===== config.mk =====
export PLATFORM = sky130hd
export DESIGN_NAME = sys_pm_pin_control
export DESIGN_NICKNAME = d
export VERILOG_FILES = /design/src/core/sys_pm_pkg.sv /design/src/core/mem_link_if.sv /design/src/core/sys_pm_pin_control.sv /design/src/core/rom_serial.sv /design/src/core/flash_access.sv
export SDC_FILE = /design/constraint.sdc
export NUM_CORES = 1
export LEC_CHECK = 0
export ABC_AREA = 1
export BUFFER_PORTS_ARGS = -buffer_cell sky130_fd_sc_hd__buf_2
export CORE_MARGIN = 1.5
export CORE_UTILIZATION = 50
export DETAILED_ROUTE_END_ITERATION = 12
export PLACE_DENSITY = 0.87
export SYNTH_ARGS = -nofsm -noshare
export SYNTH_HDL_FRONTEND = slang
export SYNTH_SLANG_ARGS = --single-unit
export TNS_END_PERCENT = 5

===== constraint.sdc =====
create_clock -name REF_CLK -period 1.9 [get_ports REF_CLK]
set_clock_uncertainty 0.05 [all_clocks]
set_input_delay 0 -clock REF_CLK [delete_from_list [all_inputs] [get_ports REF_CLK]]
set_output_delay 0 -clock REF_CLK [all_outputs]
set_load 0.01 [all_outputs]

===== src/core/sys_pm_pkg.sv =====
package sys_pm_pkg;
	// clock and time base
	localparam int CLK_MHZ    = 125;
	localparam int REF_CLK_NS = 1000 / CLK_MHZ;
	// wake pulse length, about 52 ms
	localparam int          WAKE_PULSE_MS  = 52;
	localparam logic [22:0] WAKE_PULSE_CYC = 23'(WAKE_PULSE_MS * 1000 * CLK_MHZ);
	// serial rom shift clock half period, least time
	localparam int          ROM_SK_HALF_NS  = 1000;
	localparam logic [7:0]  ROM_SK_HALF_CYC =
		8'((ROM_SK_HALF_NS + REF_CLK_NS - 1) / REF_CLK_NS);
	// flash strobe length, least time
	localparam int          FLASH_ACCESS_NS  = 150;
	localparam logic [4:0]  FLASH_ACCESS_CYC =
		5'((FLASH_ACCESS_NS + REF_CLK_NS - 1) / REF_CLK_NS);
	// 25 MHz output from the 125 MHz clock
	localparam int          CLK25_MHZ  = 25;
	localparam logic [2:0]  CLK25_DIV  = 3'(CLK_MHZ / CLK25_MHZ);
	localparam logic [2:0]  CLK25_HIGH = 3'(CLK_MHZ / (2 * CLK25_MHZ));
	// cycles the clock-pause line is pulled low to refuse or restart
	localparam logic [1:0]  CLKRUN_HOLD_CYC = 2'h2;
	// widths
	localparam int HOST_W     = 8;
	localparam int ROM_W      = 16;
	localparam int ROM_LEN_W  = 5;
	localparam int FL_ADDR_W  = 17;
	localparam int FL_DATA_W  = 8;
	// bit positions of the shared address pins
	localparam int A16_BIT = 16;
	localparam int A15_BIT = 15;
	localparam int A14_BIT = 14;
	localparam int A13_BIT = 13;
	localparam int A7_BIT  = 7;
	// reset values
	localparam logic SEL_N_RST = 1'b1;
	localparam logic WE_N_RST  = 1'b1;

	typedef enum logic [1:0] {
		OWN_IDLE  = 2'b00,
		OWN_FLASH = 2'b01,
		OWN_ROM   = 2'b10
	} owner_t;

	typedef enum logic [1:0] {
		ROM_IDLE = 2'b00,
		ROM_LOW  = 2'b01,
		ROM_HIGH = 2'b10
	} rom_state_t;

	typedef enum logic {
		FL_IDLE = 1'b0,
		FL_BUSY = 1'b1
	} fl_state_t;
endpackage


===== src/core/mem_link_if.sv =====
`timescale 1ns/1ns
`default_nettype none
interface mem_link_if;
	import sys_pm_pkg::*;
	logic                 rom_start;
	logic [ROM_W-1:0]     rom_tx;
	logic [ROM_LEN_W-1:0] rom_len;
	logic                 rom_done;
	logic [ROM_W-1:0]     rom_rx;
	logic                 rom_sk;
	logic                 rom_di;
	logic                 rom_do;
	logic                 rom_cs;
	logic                 fl_start;
	logic [FL_ADDR_W-1:0] fl_addr;
	logic                 fl_wr;
	logic [FL_DATA_W-1:0] fl_wdata;
	logic                 fl_done;
	logic [FL_DATA_W-1:0] fl_rdata;
	logic [FL_ADDR_W-1:0] fl_pin_addr;
	logic [FL_DATA_W-1:0] fl_pin_data;
	logic                 fl_data_oe;
	logic [FL_DATA_W-1:0] fl_data_in;
	logic                 fl_sel_n;
	logic                 fl_we_n;

	modport rom_eng (input rom_start, rom_tx, rom_len, rom_do,
		output rom_done, rom_rx, rom_sk, rom_di, rom_cs);
	modport fl_eng (input fl_start, fl_addr, fl_wr, fl_wdata, fl_data_in,
		output fl_done, fl_rdata, fl_pin_addr, fl_pin_data, fl_data_oe,
		fl_sel_n, fl_we_n);
	modport ctl (output rom_start, rom_tx, rom_len, rom_do,
		fl_start, fl_addr, fl_wr, fl_wdata, fl_data_in,
		input rom_done, rom_rx, rom_sk, rom_di, rom_cs,
		fl_done, fl_rdata, fl_pin_addr, fl_pin_data, fl_data_oe,
		fl_sel_n, fl_we_n);
endinterface // mem_link_if
`default_nettype wire


===== src/core/sys_pm_pin_control.sv =====
`timescale 1ns/1ns
`default_nettype none
module sys_pm_pin_control
	import sys_pm_pkg::*;
#(
	parameter logic [22:0] WAKE_PULSE_CYCLES = WAKE_PULSE_CYC
) (
	input  wire logic                 REF_CLK,
	input  wire logic                 RST,
	input  wire logic                 POWER_UP_RESET_N,
	input  wire logic                 BUS_RESET_N,
	input  wire logic                 DETACH_N,
	input  wire logic [HOST_W-1:0]    HOST_OUT_D,
	input  wire logic [HOST_W-1:0]    HOST_OUT_EN,
	input  wire logic [HOST_W-1:0]    HOST_PIN_IN,
	output logic      [HOST_W-1:0]    HOST_PIN_OUT,
	output logic      [HOST_W-1:0]    HOST_PIN_OE,
	output logic      [HOST_W-1:0]    HOST_IN_Q,
	output logic                      BUS_IN_RESET,
	input  wire logic                 CLOCK_PAUSE_IN,
	output logic                      CLOCK_PAUSE_OUT,
	output logic                      CLOCK_PAUSE_OE,
	input  wire logic                 CLOCK_NEEDED,
	output logic                      CLOCK_STOP_OK,
	input  wire logic                 CARDBUS_MODE,
	input  wire logic                 PM_EVENT_SET,
	input  wire logic                 PM_EVENT_CLEAR,
	input  wire logic                 WAKE_FRAME_SEEN,
	output logic                      PM_EVENT_N_OUT,
	output logic                      PM_EVENT_N_OE,
	output logic                      CARD_STATUS_CHANGE_OR_WAKE_PULSE,
	input  wire logic                 FLASH_REQ,
	input  wire logic [FL_ADDR_W-1:0] FLASH_ADDR,
	input  wire logic                 FLASH_WRITE,
	input  wire logic [FL_DATA_W-1:0] FLASH_WDATA,
	output logic                      FLASH_DONE,
	output logic      [FL_DATA_W-1:0] FLASH_RDATA,
	input  wire logic                 ROM_REQ,
	input  wire logic [ROM_W-1:0]     ROM_TX,
	input  wire logic [ROM_LEN_W-1:0] ROM_LEN,
	output logic                      ROM_DONE,
	output logic      [ROM_W-1:0]     ROM_RDATA,
	output logic                      MEM_BUSY,
	output logic                      FLASH_ADDR16_OR_CLOCK_OUT,
	output logic                      FLASH_ADDR15_OR_ROM_CLOCK,
	input  wire logic                 FLASH_ADDR14_OR_ROM_SERIAL_IN_IN,
	output logic                      FLASH_ADDR14_OR_ROM_SERIAL_IN_OUT,
	output logic                      FLASH_ADDR14_OR_ROM_SERIAL_IN_OE,
	output logic                      FLASH_ADDR13_OR_ROM_SERIAL_OUT,
	input  wire logic                 CLOCK_OUT_STRAP_IN,
	output logic                      CLOCK_OUT_STRAP_OUT,
	output logic                      CLOCK_OUT_STRAP_OE,
	output logic      [11:0]          FLASH_ADDR_REST,
	input  wire logic [FL_DATA_W-1:0] FLASH_DATA_BUS_IN,
	output logic      [FL_DATA_W-1:0] FLASH_DATA_BUS_OUT,
	output logic      [FL_DATA_W-1:0] FLASH_DATA_BUS_OE,
	output logic                      FLASH_SELECT_N,
	output logic                      FLASH_WRITE_N,
	output logic                      ROM_CHIP_SELECT
);
	////////////////////////////////////////////////////////////////////////////
	// reset and isolation decode
	wire rst_all;
	wire bus_quiet;
	wire bus_rst;

	assign rst_all   = RST || !POWER_UP_RESET_N;
	// while detached even the bus reset is not looked at
	assign bus_rst   = DETACH_N && !BUS_RESET_N;
	assign bus_quiet = !DETACH_N || !BUS_RESET_N;

	////////////////////////////////////////////////////////////////////////////
	// host bus pins
	logic [HOST_W-1:0] host_out_q;
	logic [HOST_W-1:0] host_oe_q;
	logic [HOST_W-1:0] host_in_q;
	logic              bus_in_reset_q;

	always_ff @(posedge REF_CLK) begin
		if (rst_all || bus_rst) begin
			host_out_q <= '0;
			host_oe_q  <= '0;
			host_in_q  <= '0;
		end else if (DETACH_N) begin
			host_out_q <= HOST_OUT_D;
			host_oe_q  <= HOST_OUT_EN;
			host_in_q  <= HOST_PIN_IN;
		end else begin
			host_oe_q  <= '0;
		end
	end

	always_ff @(posedge REF_CLK) begin
		if (rst_all) begin
			bus_in_reset_q <= 1'b1;
		end else begin
			bus_in_reset_q <= bus_rst;
		end
	end

	////////////////////////////////////////////////////////////////////////////
	// clock-pause handshake
	// counts on the host keeping the bus clock at 16 MHz or more
	logic [1:0] hold_q;
	logic       pause_oe_q;
	logic       stop_ok_q;
	wire        pause_seen;
	wire        want_clock;

	// a detached device samples nothing, so it never objects
	assign pause_seen = DETACH_N && CLOCK_PAUSE_IN;
	assign want_clock = pause_seen && CLOCK_NEEDED && (hold_q == 2'h0);

	always_ff @(posedge REF_CLK) begin
		if (rst_all || bus_quiet) begin
			hold_q     <= 2'h0;
			pause_oe_q <= 1'b0;
			stop_ok_q  <= 1'b0;
		end else begin
			if (want_clock) begin
				hold_q <= CLKRUN_HOLD_CYC;
			end else if (hold_q != 2'h0) begin
				hold_q <= hold_q - 2'h1;
			end
			pause_oe_q <= want_clock || (hold_q > 2'h1);
			stop_ok_q  <= pause_seen && !CLOCK_NEEDED && (hold_q == 2'h0);
		end
	end

	////////////////////////////////////////////////////////////////////////////
	// power management event and wake
	logic        pm_flag_q;
	logic [22:0] wake_cnt_q;
	logic        pme_oe_q;
	logic        status_q;
	wire         pm_flag_d;
	wire  [22:0] wake_cnt_d;

	// a new event in the clearing cycle is kept
	assign pm_flag_d  = PM_EVENT_SET || (pm_flag_q && !PM_EVENT_CLEAR);
	// a second wake frame during a pulse does not stretch it
	assign wake_cnt_d = (WAKE_FRAME_SEEN && !CARDBUS_MODE && wake_cnt_q == 23'h000000)
		? WAKE_PULSE_CYCLES
		: (wake_cnt_q != 23'h000000 ? wake_cnt_q - 23'h000001 : 23'h000000);

	// these pins stay alive through detach and bus reset
	always_ff @(posedge REF_CLK) begin
		if (rst_all) begin
			pm_flag_q  <= 1'b0;
			wake_cnt_q <= 23'h000000;
			pme_oe_q   <= 1'b0;
			status_q   <= 1'b0;
		end else begin
			pm_flag_q  <= pm_flag_d;
			wake_cnt_q <= wake_cnt_d;
			pme_oe_q   <= pm_flag_d && !CARDBUS_MODE;
			status_q   <= CARDBUS_MODE ? pm_flag_d
				: (wake_cnt_d != 23'h000000);
		end
	end

	////////////////////////////////////////////////////////////////////////////
	// strap and 25 MHz clock
	logic       strap_q;
	logic       strap_oe_q;
	logic [2:0] div_q;
	logic       clk25_q;

	// loaded only while in reset: the pin level then is the value to be kept
	always_ff @(posedge REF_CLK) begin
		if (rst_all) begin
			strap_q <= CLOCK_OUT_STRAP_IN;
		end
	end

	always_ff @(posedge REF_CLK) begin
		if (rst_all) begin
			strap_oe_q <= 1'b0;
			div_q      <= 3'h0;
			clk25_q    <= 1'b0;
		end else begin
			strap_oe_q <= 1'b1;
			div_q      <= (div_q == CLK25_DIV - 3'h1) ? 3'h0 : div_q + 3'h1;
			// 2 of 5 cycles high: the nearest to half duty at this ratio
			clk25_q    <= (div_q < CLK25_HIGH);
		end
	end

	////////////////////////////////////////////////////////////////////////////
	// access arbitration for the shared pins
	mem_link_if lnk ();

	owner_t owner_q;
	owner_t owner_d;
	logic   busy_q;
	wire    own_fl;
	wire    own_rom;
	wire    take_fl;
	wire    take_rom;

	// flash wins a tie; requests while busy are dropped
	assign take_fl  = (owner_q == OWN_IDLE) && FLASH_REQ;
	assign take_rom = (owner_q == OWN_IDLE) && ROM_REQ && !FLASH_REQ;
	assign own_fl   = (owner_q == OWN_FLASH);
	assign own_rom  = (owner_q == OWN_ROM);

	always_comb begin
		owner_d = owner_q;
		unique case (owner_q)
			OWN_IDLE: begin
				if (take_fl) begin
					owner_d = OWN_FLASH;
				end else if (take_rom) begin
					owner_d = OWN_ROM;
				end
			end
			OWN_FLASH: begin
				if (lnk.fl_done) begin
					owner_d = OWN_IDLE;
				end
			end
			OWN_ROM: begin
				if (lnk.rom_done) begin
					owner_d = OWN_IDLE;
				end
			end
			default: begin
				owner_d = OWN_IDLE;
			end
		endcase
	end

	always_ff @(posedge REF_CLK) begin
		if (rst_all) begin
			owner_q <= OWN_IDLE;
			busy_q  <= 1'b0;
		end else begin
			owner_q <= owner_d;
			busy_q  <= (owner_d != OWN_IDLE);
		end
	end

	assign lnk.rom_start  = take_rom;
	assign lnk.rom_tx     = ROM_TX;
	assign lnk.rom_len    = ROM_LEN;
	assign lnk.rom_do     = FLASH_ADDR14_OR_ROM_SERIAL_IN_IN;
	assign lnk.fl_start   = take_fl;
	assign lnk.fl_addr    = FLASH_ADDR;
	assign lnk.fl_wr      = FLASH_WRITE;
	assign lnk.fl_wdata   = FLASH_WDATA;
	assign lnk.fl_data_in = FLASH_DATA_BUS_IN;

	rom_serial u_rom (
		.clk (REF_CLK),
		.rst (rst_all),
		.lnk (lnk.rom_eng)
	);

	flash_access u_flash (
		.clk (REF_CLK),
		.rst (rst_all),
		.lnk (lnk.fl_eng)
	);

	////////////////////////////////////////////////////////////////////////////
	// shared pin drive, all registered
	logic [FL_ADDR_W-1:0] a_q;
	logic [FL_DATA_W-1:0] d_q;
	logic                 d_oe_q;
	logic                 a14_oe_q;
	logic                 sel_n_q;
	logic                 we_n_q;
	logic                 cs_q;
	logic                 fl_done_q;
	logic                 rom_done_q;
	logic [FL_DATA_W-1:0] fl_rdata_q;
	logic [ROM_W-1:0]     rom_rdata_q;
	wire  [FL_ADDR_W-1:0] a_d;

	assign a_d = own_fl ? lnk.fl_pin_addr : '0;

	always_ff @(posedge REF_CLK) begin
		if (rst_all) begin
			a_q         <= '0;
			d_q         <= '0;
			d_oe_q      <= 1'b0;
			a14_oe_q    <= 1'b0;
			sel_n_q     <= SEL_N_RST;
			we_n_q      <= WE_N_RST;
			cs_q        <= 1'b0;
			fl_done_q   <= 1'b0;
			rom_done_q  <= 1'b0;
			fl_rdata_q  <= '0;
			rom_rdata_q <= '0;
		end else begin
			a_q[A16_BIT]  <= strap_q ? clk25_q : a_d[A16_BIT];
			a_q[A15_BIT]  <= own_rom ? lnk.rom_sk : a_d[A15_BIT];
			a_q[A14_BIT]  <= a_d[A14_BIT];
			a_q[A13_BIT]  <= own_rom ? lnk.rom_di : a_d[A13_BIT];
			a_q[12:8]     <= a_d[12:8];
			a_q[A7_BIT]   <= a_d[A7_BIT];
			a_q[6:0]      <= a_d[6:0];
			a14_oe_q      <= own_fl;
			d_q           <= lnk.fl_pin_data;
			d_oe_q        <= own_fl && lnk.fl_data_oe;
			sel_n_q       <= !own_fl || lnk.fl_sel_n;
			we_n_q        <= !own_fl || lnk.fl_we_n;
			cs_q          <= own_rom && lnk.rom_cs;
			fl_done_q     <= lnk.fl_done;
			rom_done_q    <= lnk.rom_done;
			if (lnk.fl_done) begin
				fl_rdata_q <= lnk.fl_rdata;
			end
			if (lnk.rom_done) begin
				rom_rdata_q <= lnk.rom_rx;
			end
		end
	end

	////////////////////////////////////////////////////////////////////////////
	// outputs
	assign HOST_PIN_OUT    = host_out_q;
	assign HOST_PIN_OE     = host_oe_q;
	assign HOST_IN_Q       = host_in_q;
	assign BUS_IN_RESET    = bus_in_reset_q;
	// open drain: only ever pulls low
	assign CLOCK_PAUSE_OUT = 1'b0 & pause_oe_q;
	assign CLOCK_PAUSE_OE  = pause_oe_q;
	assign CLOCK_STOP_OK   = stop_ok_q;
	assign PM_EVENT_N_OUT  = 1'b0 & pme_oe_q;
	assign PM_EVENT_N_OE   = pme_oe_q;
	assign CARD_STATUS_CHANGE_OR_WAKE_PULSE = status_q;
	assign FLASH_DONE      = fl_done_q;
	assign FLASH_RDATA     = fl_rdata_q;
	assign ROM_DONE        = rom_done_q;
	assign ROM_RDATA       = rom_rdata_q;
	assign MEM_BUSY        = busy_q;
	assign FLASH_ADDR16_OR_CLOCK_OUT         = a_q[A16_BIT];
	assign FLASH_ADDR15_OR_ROM_CLOCK         = a_q[A15_BIT];
	assign FLASH_ADDR14_OR_ROM_SERIAL_IN_OUT = a_q[A14_BIT];
	assign FLASH_ADDR14_OR_ROM_SERIAL_IN_OE  = a14_oe_q;
	assign FLASH_ADDR13_OR_ROM_SERIAL_OUT    = a_q[A13_BIT];
	assign CLOCK_OUT_STRAP_OUT = a_q[A7_BIT];
	assign CLOCK_OUT_STRAP_OE  = strap_oe_q;
	assign FLASH_ADDR_REST     = {a_q[12:8], a_q[6:0]};
	assign FLASH_DATA_BUS_OUT  = d_q;
	assign FLASH_DATA_BUS_OE   = {FL_DATA_W{d_oe_q}};
	assign FLASH_SELECT_N      = sel_n_q;
	assign FLASH_WRITE_N       = we_n_q;
	assign ROM_CHIP_SELECT     = cs_q;
endmodule // sys_pm_pin_control
`default_nettype wire


===== src/core/rom_serial.sv =====
`timescale 1ns/1ns
`default_nettype none
module rom_serial
	import sys_pm_pkg::*;
(
	input wire logic clk,
	input wire logic rst,
	mem_link_if.rom_eng lnk
);
	rom_state_t           state_q;
	logic [7:0]           tick_q;
	logic [ROM_LEN_W-1:0] left_q;
	logic [ROM_W-1:0]     sh_q;
	logic                 done_q;
	wire                  tick_end;
	wire                  last_bit;

	assign tick_end = (tick_q == ROM_SK_HALF_CYC - 8'h01);
	assign last_bit = (left_q == ROM_LEN_W'(1));

	// one shift register: command out of the top, read data in at the bottom
	always_ff @(posedge clk) begin
		if (rst) begin
			state_q <= ROM_IDLE;
			tick_q  <= 8'h00;
			left_q  <= '0;
			sh_q    <= '0;
			done_q  <= 1'b0;
		end else begin
			done_q <= 1'b0;
			tick_q <= tick_end ? 8'h00 : tick_q + 8'h01;
			unique case (state_q)
				ROM_IDLE: begin
					tick_q <= 8'h00;
					if (lnk.rom_start) begin
						state_q <= ROM_LOW;
						sh_q    <= lnk.rom_tx;
						left_q  <= lnk.rom_len;
					end
				end
				ROM_LOW: begin
					if (tick_end) begin
						state_q <= ROM_HIGH;
					end
				end
				ROM_HIGH: begin
					// sample late in the high phase, data out moves on the fall
					if (tick_end) begin
						sh_q    <= {sh_q[ROM_W-2:0], lnk.rom_do};
						left_q  <= left_q - ROM_LEN_W'(1);
						state_q <= last_bit ? ROM_IDLE : ROM_LOW;
						done_q  <= last_bit;
					end
				end
			endcase
		end
	end

	assign lnk.rom_sk   = (state_q == ROM_HIGH);
	assign lnk.rom_di   = sh_q[ROM_W-1];
	assign lnk.rom_cs   = (state_q != ROM_IDLE);
	assign lnk.rom_done = done_q;
	assign lnk.rom_rx   = sh_q;
endmodule // rom_serial
`default_nettype wire


===== src/core/flash_access.sv =====
`timescale 1ns/1ns
`default_nettype none
module flash_access
	import sys_pm_pkg::*;
(
	input wire logic clk,
	input wire logic rst,
	mem_link_if.fl_eng lnk
);
	fl_state_t            state_q;
	logic [4:0]           cnt_q;
	logic [FL_ADDR_W-1:0] addr_q;
	logic [FL_DATA_W-1:0] wdata_q;
	logic [FL_DATA_W-1:0] rdata_q;
	logic                 wr_q;
	logic                 done_q;
	wire                  cnt_end;

	assign cnt_end = (cnt_q == FLASH_ACCESS_CYC - 5'h01);

	always_ff @(posedge clk) begin
		if (rst) begin
			state_q <= FL_IDLE;
			cnt_q   <= 5'h00;
			addr_q  <= '0;
			wdata_q <= '0;
			rdata_q <= '0;
			wr_q    <= 1'b0;
			done_q  <= 1'b0;
		end else begin
			done_q <= 1'b0;
			unique case (state_q)
				FL_IDLE: begin
					cnt_q <= 5'h00;
					if (lnk.fl_start) begin
						state_q <= FL_BUSY;
						addr_q  <= lnk.fl_addr;
						wdata_q <= lnk.fl_wdata;
						wr_q    <= lnk.fl_wr;
					end
				end
				FL_BUSY: begin
					cnt_q <= cnt_q + 5'h01;
					if (cnt_end) begin
						// read data taken at the end of the strobe
						rdata_q <= lnk.fl_data_in;
						state_q <= FL_IDLE;
						done_q  <= 1'b1;
					end
				end
			endcase
		end
	end

	assign lnk.fl_pin_addr = addr_q;
	assign lnk.fl_pin_data = wdata_q;
	assign lnk.fl_data_oe  = (state_q == FL_BUSY) && wr_q;
	assign lnk.fl_sel_n    = (state_q != FL_BUSY);
	assign lnk.fl_we_n     = !((state_q == FL_BUSY) && wr_q);
	assign lnk.fl_done     = done_q;
	assign lnk.fl_rdata    = rdata_q;
endmodule // flash_access
`default_nettype wire


Word-level counts from Yosys, hierarchy flattened
Index checks and enable logic that the tools add are counted.
Widths: inputs -> output; s select.
- input port bits: 94
- logic and storage cells: 152
- register bits after elaboration: 193
- output and inout port bits: 96
- reduce and logical (&&, ||, !) cells: 55
- bitwise operators: 5
- muxes and demuxes: 31
- add/subtract/negate cells: 6
- order comparisons: 2
- equal/unequal tests: 11
- operator list (cell ; number):
    $mux 23 ; 2
    $reduce_bool 23->1 ; 2
    $mux 16 ; 2
    $pmux 16 s2 ; 1
    $logic_not 23->1 ; 1
    $sub 23x1->23 const B ; 1
    $pmux 5 s2 ; 2
    $mux 2 ; 9
    $mux 17 ; 1
    $logic_and 1x1->1 ; 16
    $pmux 2 s3 ; 2
    $mux 5 ; 2
    $reduce_bool 2->1 ; 5
    $reduce_or 2->1 ; 5
    $logic_not 1->1 ; 9
    $mux 1 ; 9
    $add 8x1->8 const B ; 1
    $eq 8x7->1 const B ; 1
    $logic_or 1x1->1 ; 8
    $logic_not 2->1 ; 3
    $reduce_and 3->1 ; 2
    $reduce_or 3->1 ; 2
    $add 5x1->5 const B ; 1
    $eq 5x1->1 const B ; 1
    other kinds (14) ; 22

Logic depth before layout (Yosys ltp)
Gate-level depths: netlist (run 1).
- depth in word-level cells: 7
- gate-level depth with buffers: 13
- mapped depth without buffers: 12

Modules after synthesis
From an unflattened synthesis (run 1), not the netlist that was laid out.
- cell total of the unflattened synthesis: 1066
- area total of the unflattened synthesis: 7987.7 µm²
- by module, submodules not included (module ; seq. area each (µm²) ; cells an instance ; area an instance (µm²) ; instances):
    sys_pm_pin_control ; 2412.3 ; 610 ; 4659.5 ; 1
    rom_serial ; 640.6 ; 272 ; 1773.0 ; 1
    flash_access ; 820.8 ; 184 ; 1555.2 ; 1

Worst setup path before layout (run 1)
Ideal clock, no wire load.
- kind: reg-to-reg
- from: reg wake_cnt_q[0]
- to: reg status_q, in the netlist CARD_STATUS_CHANGE_OR_WAKE_PULSE
- period minus slack after synthesis: 1672 ps
- data arrival time: 1506 ps
- cell stages (with the launch flop): 13
- buffers on the path: 1
- setup time: 116 ps
- path slack: 228 ps
- required time: 1734 ps
- cell sequence: dfxtp_1 > inv_1 > ha_1 > nand2_1 > nor2_1 > buf_4 > nand3_1 > nand3_1 > nand3_1 > nor2_1 > nand2_1 > nor2_2 > a21oi_2
- cells in the longest elaborated chain, start to end: 5
- elaborated cells between the ends (all ways): 8
- those cells by class: add/sub (1); mux (3); reduce/logical (4)
- ends and longest elaborated chain (what ; line ; RTL):
    start, declared ; sys_pm_pin_control.sv:133 ; logic [22:0] wake_cnt_q;
    start signal, assigned ; sys_pm_pin_control.sv:155 ; wake_cnt_q <= wake_cnt_d;
    $sub 23x1->23 (tied with other cells) ; sys_pm_pin_control.sv:144 ; : (wake_cnt_q != 23'h000000 ? wake_cnt_q - 23'h000001 : 23'h000000);
    $mux 23 or $logic_and 1x1->1 (tied branches) ; sys_pm_pin_control.sv:144, sys_pm_pin_control.sv:142 ;
    $mux 23 * ; sys_pm_pin_control.sv:143 ; ? WAKE_PULSE_CYCLES
    $reduce_bool 23->1 * ; sys_pm_pin_control.sv:158 ; : (wake_cnt_d != 23'h000000);
    $mux 1 * ; sys_pm_pin_control.sv:157 ; status_q <= CARDBUS_MODE ? pm_flag_d
    end signal, assigned ; sys_pm_pin_control.sv:157 ;
    end, declared ; sys_pm_pin_control.sv:135 ; logic status_q;
Mark *: on every way between the ends. The rest lies on a longest branch, timed or not.
A chain may end at the register's enable or synchronous reset.

Worst setup path in the final report (run 1)
- from: in RST
- to: reg host_out_q[3], in the netlist HOST_PIN_OUT[3]
- cells in the longest elaborated chain, start to end: 2
- ends and longest elaborated chain (what ; line ; RTL):
    start, declared ; sys_pm_pin_control.sv:9 ; input wire logic RST,
    $logic_or 1x1->1 ; sys_pm_pin_control.sv:67 ; assign rst_all = RST || !POWER_UP_RESET_N;
    $logic_or 1x1->1 ; sys_pm_pin_control.sv:80 ; if (rst_all || bus_rst) begin
    end signal, assigned ; sys_pm_pin_control.sv:81 ; host_out_q <= '0;
    end signal, assigned ; sys_pm_pin_control.sv:85 ; host_out_q <= HOST_OUT_D;
    end, declared ; sys_pm_pin_control.sv:74 ; logic [HOST_W-1:0] host_out_q;
No other way between the ends.

==> results of run 1 <==
## final cells by class
| class | count | area share [%] |
|---|---|---|
| Sequential cell | 193 | 37.1 |
| Multi-Input combinational cell | 628 | 28.9 |
| Timing Repair Buffer | 327 | 22.3 |
| Clock buffer | 18 | 4.11 |
| Inverter | 110 | 3.96 |
| Tap cell | 184 | 2.21 |
| Clock inverter | 14 | 1.46 |
## worst register-to-register path, cell delays in order (launching register included)
cell	delay, ns
sky130_fd_sc_hd__dfxtp_1	0.31
sky130_fd_sc_hd__inv_2	0.10
sky130_fd_sc_hd__ha_2	0.21
sky130_fd_sc_hd__nand2_1	0.10
sky130_fd_sc_hd__nor2_4	0.17
sky130_fd_sc_hd__nand3_4	0.19
sky130_fd_sc_hd__nand2_1	0.15
sky130_fd_sc_hd__nand3_1	0.10
sky130_fd_sc_hd__nor2_1	0.13
sky130_fd_sc_hd__nand2_1	0.08
sky130_fd_sc_hd__nor2_2	0.10
sky130_fd_sc_hd__a21oi_2	0.05
## where the power goes
part	leakage, nW	total, mW	internal (mW)	switching [mW]
Combinational	2.81	5.72	2.02	3.69
Sequential	1.57	4.63	4.35	0.284
Clock	0.281	3.64	1.97	1.67
## cell families after synthesis
kind of cell	after synthesis	synth area share [%]
AOI/OAI and AO/OA	178	12.6
DFF	193	51.7
xor gates and xnor gates	7	0.818
buffers and inverters	159	8.74
adders and majority gates	10	1.67
other	1	0.0500
and+or+nand+nor	431	24.5
## stage by stage
step,hold WS [ns],TNS (ns),area (um2),worst slack (ns)
2_1_floorplan,0.0293,0,7500,0.228
3_3_place_gp,0.128,0,8590,0.103
3_5_place_dp,0.134,0,8590,0.0480
4_1_cts,0.132,0,10400,0.0276
5_1_grt,0.224,-0.0902,10400,-0.0785
6_report,0.209,0,10400,0.0275
## sequential cells by signal, summed over array words and instances (netlist names), 16 cells and up
register,count
u_rom.lnk.rom_rx,16
wake_cnt_q,23
u_flash.lnk.fl_pin_addr,17
a_q,17
ROM_RDATA,16
## worst max path at each step
stage	from	end	slack (ns)	cells past startpoint
finish	RST	HOST_PIN_OUT[3]	0.03	8
floorplan	wake_cnt_q[0]	CARD_STATUS_CHANGE_OR_WAKE_PULSE	0.23	12
global placement	wake_cnt_q[0]	CARD_STATUS_CHANGE_OR_WAKE_PULSE	0.10	12
global route	wake_cnt_q[1]	CARD_STATUS_CHANGE_OR_WAKE_PULSE	-0.08	11
CTS	wake_cnt_q[0]	CARD_STATUS_CHANGE_OR_WAKE_PULSE	0.03	12
detailed placement	wake_cnt_q[0]	CARD_STATUS_CHANGE_OR_WAKE_PULSE	0.05	12
## layer usage
metal,vias up,track usage [%]
met5,-,0
met4,0,20.6
met3,163,9.20
met2,501,52.7
met1,3582,33.8
li1,3701,-
## repair_timing
item / 4_1_cts / 5_1_grt
hold buffers: 122 / 0
resized for setup: 0 / 16
hold endpoints to repair: 94 / 0
setup endpoints to repair: 0 / 16
setup buffers: 0 / 0
## layout by cell type, fill, tap and decap left out, types with 4 or more instances in the layout
| cell | count |
|---|---|
| sky130_fd_sc_hd__nor2_1 | 130 |
| sky130_fd_sc_hd__xor2_1 | 4 |
| sky130_fd_sc_hd__ha_1 | 8 |
| sky130_fd_sc_hd__inv_1 | 104 |
| sky130_fd_sc_hd__buf_2 | 187 |
| sky130_fd_sc_hd__nand2_2 | 4 |
| sky130_fd_sc_hd__a31oi_1 | 17 |
| sky130_fd_sc_hd__nor2_4 | 5 |
| sky130_fd_sc_hd__nor3_1 | 8 |
| sky130_fd_sc_hd__dfxtp_1 | 192 |
| sky130_fd_sc_hd__dlygate4sd3_1 | 121 |
| sky130_fd_sc_hd__buf_4 | 15 |
| sky130_fd_sc_hd__o21ai_0 | 60 |
| sky130_fd_sc_hd__nand4_1 | 9 |
| sky130_fd_sc_hd__nand3_1 | 47 |
| sky130_fd_sc_hd__nand2_1 | 205 |
| sky130_fd_sc_hd__clkbuf_16 | 17 |
| sky130_fd_sc_hd__nor2_2 | 12 |
| sky130_fd_sc_hd__a21oi_1 | 88 |
==> flow_metrics.py, run 1 <==
metrics = {
    "finish": {
        "register_area_mm2": 0.00387,
        "areaGrowthSynthToFinish_pct": 39.1,
        "finish.net_count": 1381,
        "n_antenna_cell": 0,
        "layoutNonFillerInstCount": 1474,
        "fillers": 980,
        "multiInputGateArea_mm2": 0.00301,
        "final_core_utilization_pct": 71.5,
        "drive_above_1_share_pct": 21.0,
    },
    "synth": {
        "synth-edff-count": 1,
        "synth.largest_area_cell": "sky130_fd_sc_hd__dfxtp_1",
        "ys_seq_elements": 193,
        "synth_sequential_area_ratio_pct": 51.7,
        "postSynth.topFlopCell": "sky130_fd_sc_hd__dfxtp_1",
        "post_synth.cell_area_avg_um2": 7.66,
        "mapped_cell_area_mm2": 0.00750,
        "synth-async-reset-ratio_pct": 0,
        "yosys-top-cells-area": "sky130_fd_sc_hd__dfxtp_1 (51%), sky130_fd_sc_hd__nand2_1 (10%), sky130_fd_sc_hd__nor2_1 (6.8%)",
        "netlist-cell-type-count": 43,
        "most_repeated_cell_in_the_gate_level_netlist_after_synthesis": "sky130_fd_sc_hd__nand2_1",
        "synth_top_area_share_pct": 51.3,
        "synth_cells": 979,
        "ys_warn_count": 0,
        "synth_top_cells_by_count": "sky130_fd_sc_hd__nand2_1 (207), sky130_fd_sc_hd__dfxtp_1 (192), sky130_fd_sc_hd__nor2_1 (135)",
    },
    "floorplan": {
        "chipHeight_um": 125,
        "fp.dieArea_mm2": 0.0157,
        "design.portCount": 190,
        "die_w_um": 125,
        "core_area_mm2": 0.0146,
        "num_rows": 44,
        "initial_core_util_pct": 51.4,
    },
    "timing": {
        "fmax_ghz": 0.534,
        "worst-slew-pin-transition_ns": 0.569,
        "rsz_0062_raised_after_global_routing": "true",
        "timing_max_transition_violations_final": 0,
        "setup_viol": 0,
        "hold_viol_final": 0,
        "period_minus_slack_ns": 1.87,
        "tightest_slew_margin_relative_to_the_limit_pct": 62.0,
        "fin_crit_sh_pct": 98.6,
    },
    "clock_tree": {
        "numClockSinks": 193,
        "worst_setup_hold_path_clk_slew_ns": 0.08,
        "clock-root-buffer": "sky130_fd_sc_hd__clkbuf_16",
        "cts_inserted_buffers": 17,
        "insertion_delay_ns": 0.44,
        "clock_path_buffers": 2,
        "tritoncts": "done",
        "htreeDepth": 4,
    },
    "status": {
        "run_status": "finished, final reports clean",
    },
    "critical_path": {
        "worst_r2r_endpoint": "CARD_STATUS_CHANGE_OR_WAKE_PULSE",
        "crit_path_max_fanout": 27,
        "cp.required_ns": 2.22,
        "r2r.worst_path.cells": 11,
        "cp_num_buf_inv": 5,
        "critical_path.top_delay_family": "buffers and inverters",
        "arrival_ns": 2.19,
        "max_stage_delay_ns": 0.64,
        "crit_path_cell_trace": "dlygate4sd3_1, buf_2, nor2_4, buf_12, o21ai_1, buf_4, a21oi_1, dlygate4sd3_1",
        "timing.setup.critical_path_class": "primary input to flop",
        "r2r_setup_slack_ns": 0.08,
        "r2r_start": "wake_cnt_q[0]",
        "critPathCaptureType": "flop",
        "crit_top_cell": "sky130_fd_sc_hd__dlygate4sd3_1",
        "crit_slowest_cell": "sky130_fd_sc_hd__dlygate4sd3_1",
        "timing.critical_path.from_type": "primary input",
    },
    "grt": {
        "wire_length_of_the_first_global_routing_pass_um": 39000,
        "grt_antenna_before_repair": 0,
        "grt_use_total_pct": 31.2,
        "grt_pass1_vias": 7870,
        "grt_max_degree": 76,
        "grt_remaining_overflow": 0,
    },
    "hold_path": {
        "hold_path_depth": 4,
        "min-delay-start": "DETACH_N",
        "type_of_the_worst_min_delay_path": "primary input to flop",
        "hold_end": "BUS_IN_RESET",
    },
    "placement": {
        "place_congestion": 0.942,
        "io_buffer_count": 187,
        "placedCellCount": 1321,
        "dp_hpwl_um": 12300,
    },
    "route": {
        "drt-vias-per-instance": 5.39,
        "detailroute.wirelength.met3_um": 2060,
        "drt.antenna.violating_nets": 0,
        "post-route-drc-count": 0,
        "met2WireLength_um": 11900,
        "detailed_route_wire_length_per_cell_um": 16.9,
        "firstDrtPassIters": 5,
        "detail_route.wirelength_um": 24900,
        "met1_length_um": 9120,
        "top_layer_used": "met4",
        "iteration_0_drc_count_of_the_detailed_router": 703,
        "detailroute.via_count": 7947,
    },
    "run": {
        "cap_violations": 0,
    },
    "power": {
        "power-per-cell-area_mw_per_mm2": 1340,
        "power.leakage_nw": 4.66,
        "finalPower_mw": 14.0,
        "ir_drop_uv": 989,
    },
}
No activity file was read; power rests on OpenSTA's default activity.
==> inputs of run 2 (changes only) <==
==> constraint.sdc (replaced) <==
create_clock -name REF_CLK -period 1.9 [get_ports REF_CLK]
set_clock_uncertainty 0.05 [all_clocks]
set_input_delay 0.095 -clock REF_CLK [delete_from_list [all_inputs] [get_ports REF_CLK]]
set_output_delay 0.095 -clock REF_CLK [all_outputs]
set_load 0.01 [all_outputs]
==> run 2 against run 1 <==
- sequential share of layout area grew 0.61 points
- critical path depth up 3
- highest routed layer unchanged
- count of clock-buffer cells in the layout stayed put
- register-to-register slack is essentially flat
- flip-flop and latch count unchanged
- first-iteration DRC count is 11% lower
==> flow_metrics.py, run 2 (synthesis results as in run 1) <==
metrics = {
    "status": {
        "run_status": "finished, final reports clean",
    },
    "timing": {
        "fin_crit_sh_pct": 96.3,
        "fmax_ghz": 0.547,
        "setup_viol": 0,
        "fin_ws_ns": 0.0706,
        "rsz_0062_raised_after_global_routing": "true",
        "period_minus_slack_ns": 1.83,
        "worst-slew-pin-transition_ns": 1.35,
        "fin_tns_setup_ns": 0,
        "hold_viol_final": 0,
        "timing_max_transition_violations_final": 0,
        "tightest_slew_margin_relative_to_the_limit_pct": 9.23,
        "hold_slack_ns": 0.0552,
    },
    "floorplan": {
        "chipHeight_um": 125,
        "die_w_um": 125,
        "num_rows": 44,
        "design.portCount": 190,
        "core_area_mm2": 0.0146,
        "fp.dieArea_mm2": 0.0157,
        "initial_core_util_pct": 51.4,
    },
    "placement": {
        "io_buffer_count": 187,
        "placedCellCount": 1320,
        "placedInstanceArea_mm2": 0.00857,
        "dp_hpwl_um": 12500,
        "place_congestion": 0.921,
        "detailedPlace.worstSlack_ns": -0.00236,
    },
    "finish": {
        "register_area_mm2": 0.00387,
        "multiInputGateArea_mm2": 0.00309,
        "largest_register": "wake_cnt_q",
        "largest_reg_flops": 23,
        "drive_above_1_share_pct": 23.1,
        "fillers": 1018,
        "mostFrequentLayoutCells": "sky130_fd_sc_hd__nand2_1 (200), sky130_fd_sc_hd__dfxtp_1 (191), sky130_fd_sc_hd__buf_2 (187), sky130_fd_sc_hd__nor2_1 (123), sky130_fd_sc_hd__inv_1 (104)",
        "layoutNonFillerInstCount": 1451,
        "final_cell_area_mm2": 0.0103,
        "layout.cells.most_common": "sky130_fd_sc_hd__nand2_1",
        "areaGrowthSynthToFinish_pct": 36.9,
        "finish.net_count": 1357,
    },
    "clock_tree": {
        "numClockSinks": 193,
        "clock-root-buffer": "sky130_fd_sc_hd__clkbuf_16",
        "worst_setup_hold_path_clk_slew_ns": 0.07,
        "htreeDepth": 4,
        "cts_inserted_buffers": 17,
        "clock_path_buffers": 2,
        "tritoncts": "done",
        "insertion_delay_ns": 0.43,
    },
    "grt": {
        "wire_length_of_the_first_global_routing_pass_um": 37200,
        "grt_remaining_overflow": 0,
        "grt_max_degree": 59,
        "grt_antenna_before_repair": 1,
        "grt_use_total_pct": 29.6,
        "grt_pass1_vias": 7493,
    },
    "critical_path": {
        "crit_slowest_cell": "sky130_fd_sc_hd__dfxtp_1",
        "timing.critical_path.from_type": "flop",
        "worst_r2r_endpoint": "CARD_STATUS_CHANGE_OR_WAKE_PULSE",
        "r2r.worst_path.cells": 11,
        "setup.worst_path.start": "wake_cnt_q[1]",
        "r2r_setup_slack_ns": 0.07,
        "r2r_start": "wake_cnt_q[1]",
        "arrival_ns": 2.09,
        "cp.required_ns": 2.16,
        "worstSetupEndpoint": "CARD_STATUS_CHANGE_OR_WAKE_PULSE",
        "max_stage_delay_ns": 0.32,
        "critPathCaptureType": "flop",
        "crit_top_cell": "sky130_fd_sc_hd__nand2_1",
        "timing.setup.critical_path_class": "flop to flop",
        "crit_path_cell_trace": "inv_1, ha_2, nand2_1, nor2_4, nand3_4, nand3_1, nand2_1, nor2_1, nand2_1, nor2_2, a21oi_2",
        "crit_path_max_fanout": 7,
    },
    "route": {
        "detailed_route_wire_length_per_cell_um": 16.3,
        "detailroute.via_count": 7809,
        "detail_route.wirelength_um": 23700,
        "drt.antenna.violating_nets": 0,
        "iteration_0_drc_count_of_the_detailed_router": 627,
        "firstDrtPassIters": 5,
        "drt-vias-per-instance": 5.38,
        "post-route-drc-count": 0,
    },
    "run": {
        "cap_violations": 0,
    },
    "hold_path": {
        "type_of_the_worst_min_delay_path": "primary input to flop",
        "hold_path_depth": 5,
    },
    "power": {
        "power.leakage_nw": 4.58,
        "ir_drop_uv": 1020,
        "power-per-cell-area_mw_per_mm2": 1450,
    },
}
[run 2: area by class of cell]
| type | instances | share of cell area (%) |
|---|---|---|
| Sequential cell | 193 | 37.7 |
| Multi-Input combinational cell | 630 | 30.1 |
| Timing Repair Buffer | 301 | 19.7 |
| Clock buffer | 18 | 4.28 |
| Inverter | 110 | 4.02 |
| Tap cell | 184 | 2.24 |
| Clock inverter | 14 | 1.85 |
| Antenna cell | 1 | 0.0244 |
[run 2: how the worst min path moves through the flow]
stage	start	to	slack (ns)
final	WAKE_FRAME_SEEN	wake_cnt_q[17]	0.06
after detailed placement	CLOCK_OUT_STRAP_IN	strap_q	0.22
after global placement	CLOCK_OUT_STRAP_IN	strap_q	0.22
after floorplan	CARDBUS_MODE	PM_EVENT_N_OE	0.12
after global routing	WAKE_FRAME_SEEN	wake_cnt_q[17]	0.08
after CTS	WAKE_FRAME_SEEN	wake_cnt_q[17]	0.02
[run 2: where the power goes]
group	switching [mW]	internal, mW	total [mW]
combinational	4.14	2.31	6.45
clock	1.73	2.05	3.78
sequential	0.307	4.35	4.66
[run 2: metal layers]
metal  wire, um  track usage [%]  up-vias
li1           -                -     3675
met1       8720             33.0     3555
met2      11900             51.8      459
met3       1770             6.76      120
met4       1310             16.8        0
met5          0                0        -
[run 2: critical path: cells and delay by family, from the launching register on]
kind,cells,cell delay (ns)
AOI/OAI and AO/OA,1,0.06
adders and majority gates,1,0.21
buffers and inverters,1,0.11
DFF,1,0.32
and+or+nand+nor,8,0.98
[run 2: stage by stage]
step	utilization [%]	power [mW]
final	70.4	14.9
after detailed placement	58.7	9.84
after global placement	58.7	9.73
after CTS	69.4	13.9
after global routing	70.4	15.8
after floorplan	-	8.76
[run 2: repair_timing]
action / CTS / global route
resized for setup: 5 / 26
endpoints found under the setup margin: 1 / 5
hold buffers: 90 / 0
gates cloned: 1 / 1
pin swaps: 1 / 7
setup buffers: 0 / 6
endpoints found under the hold margin: 89 / 0
==> inputs of run 3 (changes only) <==
==> constraint.sdc (replaced) <==
create_clock -name REF_CLK -period 2.05 [get_ports REF_CLK]
set_clock_uncertainty 0.05 [all_clocks]
set_input_delay 0.1025 -clock REF_CLK [delete_from_list [all_inputs] [get_ports REF_CLK]]
set_output_delay 0.1025 -clock REF_CLK [all_outputs]
set_load 0.01 [all_outputs]
==> run 3 against run 2 <==
- maximum frequency down 2.8%
- routed wire length down 3.2%
- via count down 1.2%
- first-iteration DRC count up 7.5%
- final cell count down 0.34%
- combinational power down 19%
- clock power down 9.0%
- final area down 1.6%
- die area unchanged
- non-clock buffer count down 3
- worst hold slack worse by 0.019 ns
- sequential power down 7.7%
- largest power group unchanged
==> flow_metrics.py, run 3 (synthesis results as in run 1) <==
metrics = {
    "status": {
        "run_status": "finished, final reports clean",
    },
    "timing": {
        "tightest_slew_margin_relative_to_the_limit_pct": 60.6,
        "worst-slew-pin-transition_ns": 0.587,
        "timing_max_transition_violations_final": 0,
        "rsz_0062_raised_after_global_routing": "false",
        "hold_slack_ns": 0.0364,
        "fin_ws_ns": 0.169,
        "period_minus_slack_ns": 1.88,
        "setup_viol": 0,
        "fin_tns_setup_ns": 0,
        "fmax_ghz": 0.532,
        "fin_crit_sh_pct": 91.8,
        "hold_viol_final": 0,
    },
    "placement": {
        "detailedPlace.worstSlack_ns": 0.151,
        "place_congestion": 0.928,
        "dp_hpwl_um": 12400,
        "placedInstanceArea_mm2": 0.00857,
        "io_buffer_count": 187,
        "placedCellCount": 1320,
    },
    "critical_path": {
        "critPathCaptureType": "flop",
        "worst_r2r_endpoint": "CARD_STATUS_CHANGE_OR_WAKE_PULSE",
        "crit_slowest_cell": "sky130_fd_sc_hd__dfxtp_1",
        "r2r_setup_slack_ns": 0.17,
        "cp.required_ns": 2.32,
        "max_stage_delay_ns": 0.30,
        "r2r.worst_path.cells": 11,
        "crit_path_max_fanout": 12,
        "timing.critical_path.from_type": "flop",
        "arrival_ns": 2.15,
        "cp_num_buf_inv": 1,
        "crit_path_cell_trace": "inv_1, ha_1, nand2_1, nor2_2, nand3_4, nand3_1, nand2_1, nor2_1, nand2_1, nor2_2, a21oi_2",
        "critical_path.top_delay_family": "simple AND/OR/NAND/NOR gates",
        "crit_top_cell": "sky130_fd_sc_hd__nand2_1",
        "r2r_start": "wake_cnt_q[0]",
        "timing.setup.critical_path_class": "flop to flop",
    },
    "clock_tree": {
        "cts_inserted_buffers": 17,
        "insertion_delay_ns": 0.43,
        "worst_setup_hold_path_clk_slew_ns": 0.07,
        "cts.repair.resized": 0,
        "tritoncts": "done",
        "clock-root-buffer": "sky130_fd_sc_hd__clkbuf_16",
        "clock_path_buffers": 2,
        "numClockSinks": 193,
        "htreeDepth": 4,
    },
    "power": {
        "power-per-cell-area_mw_per_mm2": 1280,
        "finalPower_mw": 13.0,
        "power.leakage_nw": 4.53,
        "ir_drop_uv": 978,
    },
    "route": {
        "firstDrtPassIters": 7,
        "detailroute.via_count": 7718,
        "detail_route.wirelength_um": 22900,
        "drt.antenna.violating_nets": 0,
        "met1_length_um": 8590,
        "top_layer_used": "met4",
        "met2WireLength_um": 11400,
        "post-route-drc-count": 0,
        "iteration_0_drc_count_of_the_detailed_router": 674,
        "detailroute.wirelength.met3_um": 1690,
        "detailed_route_wire_length_per_cell_um": 15.9,
        "drt-vias-per-instance": 5.34,
    },
    "floorplan": {
        "die_w_um": 125,
        "initial_core_util_pct": 51.4,
        "fp.dieArea_mm2": 0.0157,
        "chipHeight_um": 125,
        "num_rows": 44,
        "design.portCount": 190,
        "core_area_mm2": 0.0146,
    },
    "grt": {
        "grt_use_total_pct": 29.0,
        "grt_remaining_overflow": 0,
        "grt_max_degree": 48,
        "wire_length_of_the_first_global_routing_pass_um": 37100,
        "grt_pass1_vias": 7806,
        "grt_antenna_before_repair": 1,
    },
    "hold_path": {
        "hold_end": "BUS_IN_RESET",
        "min-delay-start": "BUS_RESET_N",
        "type_of_the_worst_min_delay_path": "primary input to flop",
        "hold_path_depth": 3,
    },
    "finish": {
        "areaGrowthSynthToFinish_pct": 34.8,
        "register_area_mm2": 0.00387,
        "fillers": 1043,
        "drive_above_1_share_pct": 21.1,
        "finish.net_count": 1352,
        "final_core_utilization_pct": 69.3,
        "largest_register": "wake_cnt_q",
        "layoutNonFillerInstCount": 1446,
        "largest_reg_flops": 23,
        "mostFrequentLayoutCells": "sky130_fd_sc_hd__nand2_1 (207), sky130_fd_sc_hd__dfxtp_1 (192), sky130_fd_sc_hd__buf_2 (187), sky130_fd_sc_hd__nor2_1 (134), sky130_fd_sc_hd__inv_1 (105)",
        "multiInputGateArea_mm2": 0.00298,
        "final_cell_area_mm2": 0.0101,
        "layout.cells.most_common": "sky130_fd_sc_hd__nand2_1",
    },
    "run": {
        "cap_violations": 0,
    },
}
-- run 3: worst min-delay path, cell delays in order --
cell                      delay [ns]
sky130_fd_sc_hd__buf_2          0.09
sky130_fd_sc_hd__o21ai_1        0.06
sky130_fd_sc_hd__buf_4          0.19
-- run 3: worst max-delay path by stage --
stage | from | to | slack (ns) | depth (start not counted)
finish | wake_cnt_q[0] | CARD_STATUS_CHANGE_OR_WAKE_PULSE | 0.17 | 11
global route | wake_cnt_q[0] | CARD_STATUS_CHANGE_OR_WAKE_PULSE | 0.004 | 11
CTS | wake_cnt_q[0] | CARD_STATUS_CHANGE_OR_WAKE_PULSE | 0.13 | 11
detailed placement | wake_cnt_q[0] | CARD_STATUS_CHANGE_OR_WAKE_PULSE | 0.15 | 11
global placement | wake_cnt_q[0] | CARD_STATUS_CHANGE_OR_WAKE_PULSE | 0.23 | 12
floorplan | wake_cnt_q[0] | CARD_STATUS_CHANGE_OR_WAKE_PULSE | 0.38 | 12
-- run 3: repair_timing --
| item | CTS | global route |
|---|---|---|
| hold buffers | 89 | 0 |
| endpoints found under the hold margin | 88 | 0 |
| setup buffers | 0 | 4 |
| setup endpoints to repair | 0 | 1 |
-- run 3: per-layer routing --
layer  up-vias  global-route usage [%]
met2       435                    50.8
met5         -                       0
met3       112                    7.23
met4         0                    16.6
li1       3655                       -
met1      3516                    31.9
-- run 3: layout make-up --
class                      instances  share of cell area (%)
inverter                         110                    4.09
antenna                            1                  0.0248
clock buffer                      19                    4.59
sequential                       193                    38.3
multi-input combinational        628                    29.5
clock inverter                    13                    1.49
timing repair buffer             298                    19.7
tap                              184                    2.28
-- run 3: power by group --
part | switching [mW] | leakage, nW | internal [mW]
clock network | 1.52 | 0.290 | 1.93
logic | 3.39 | 2.67 | 1.84
registers | 0.272 | 1.57 | 4.03
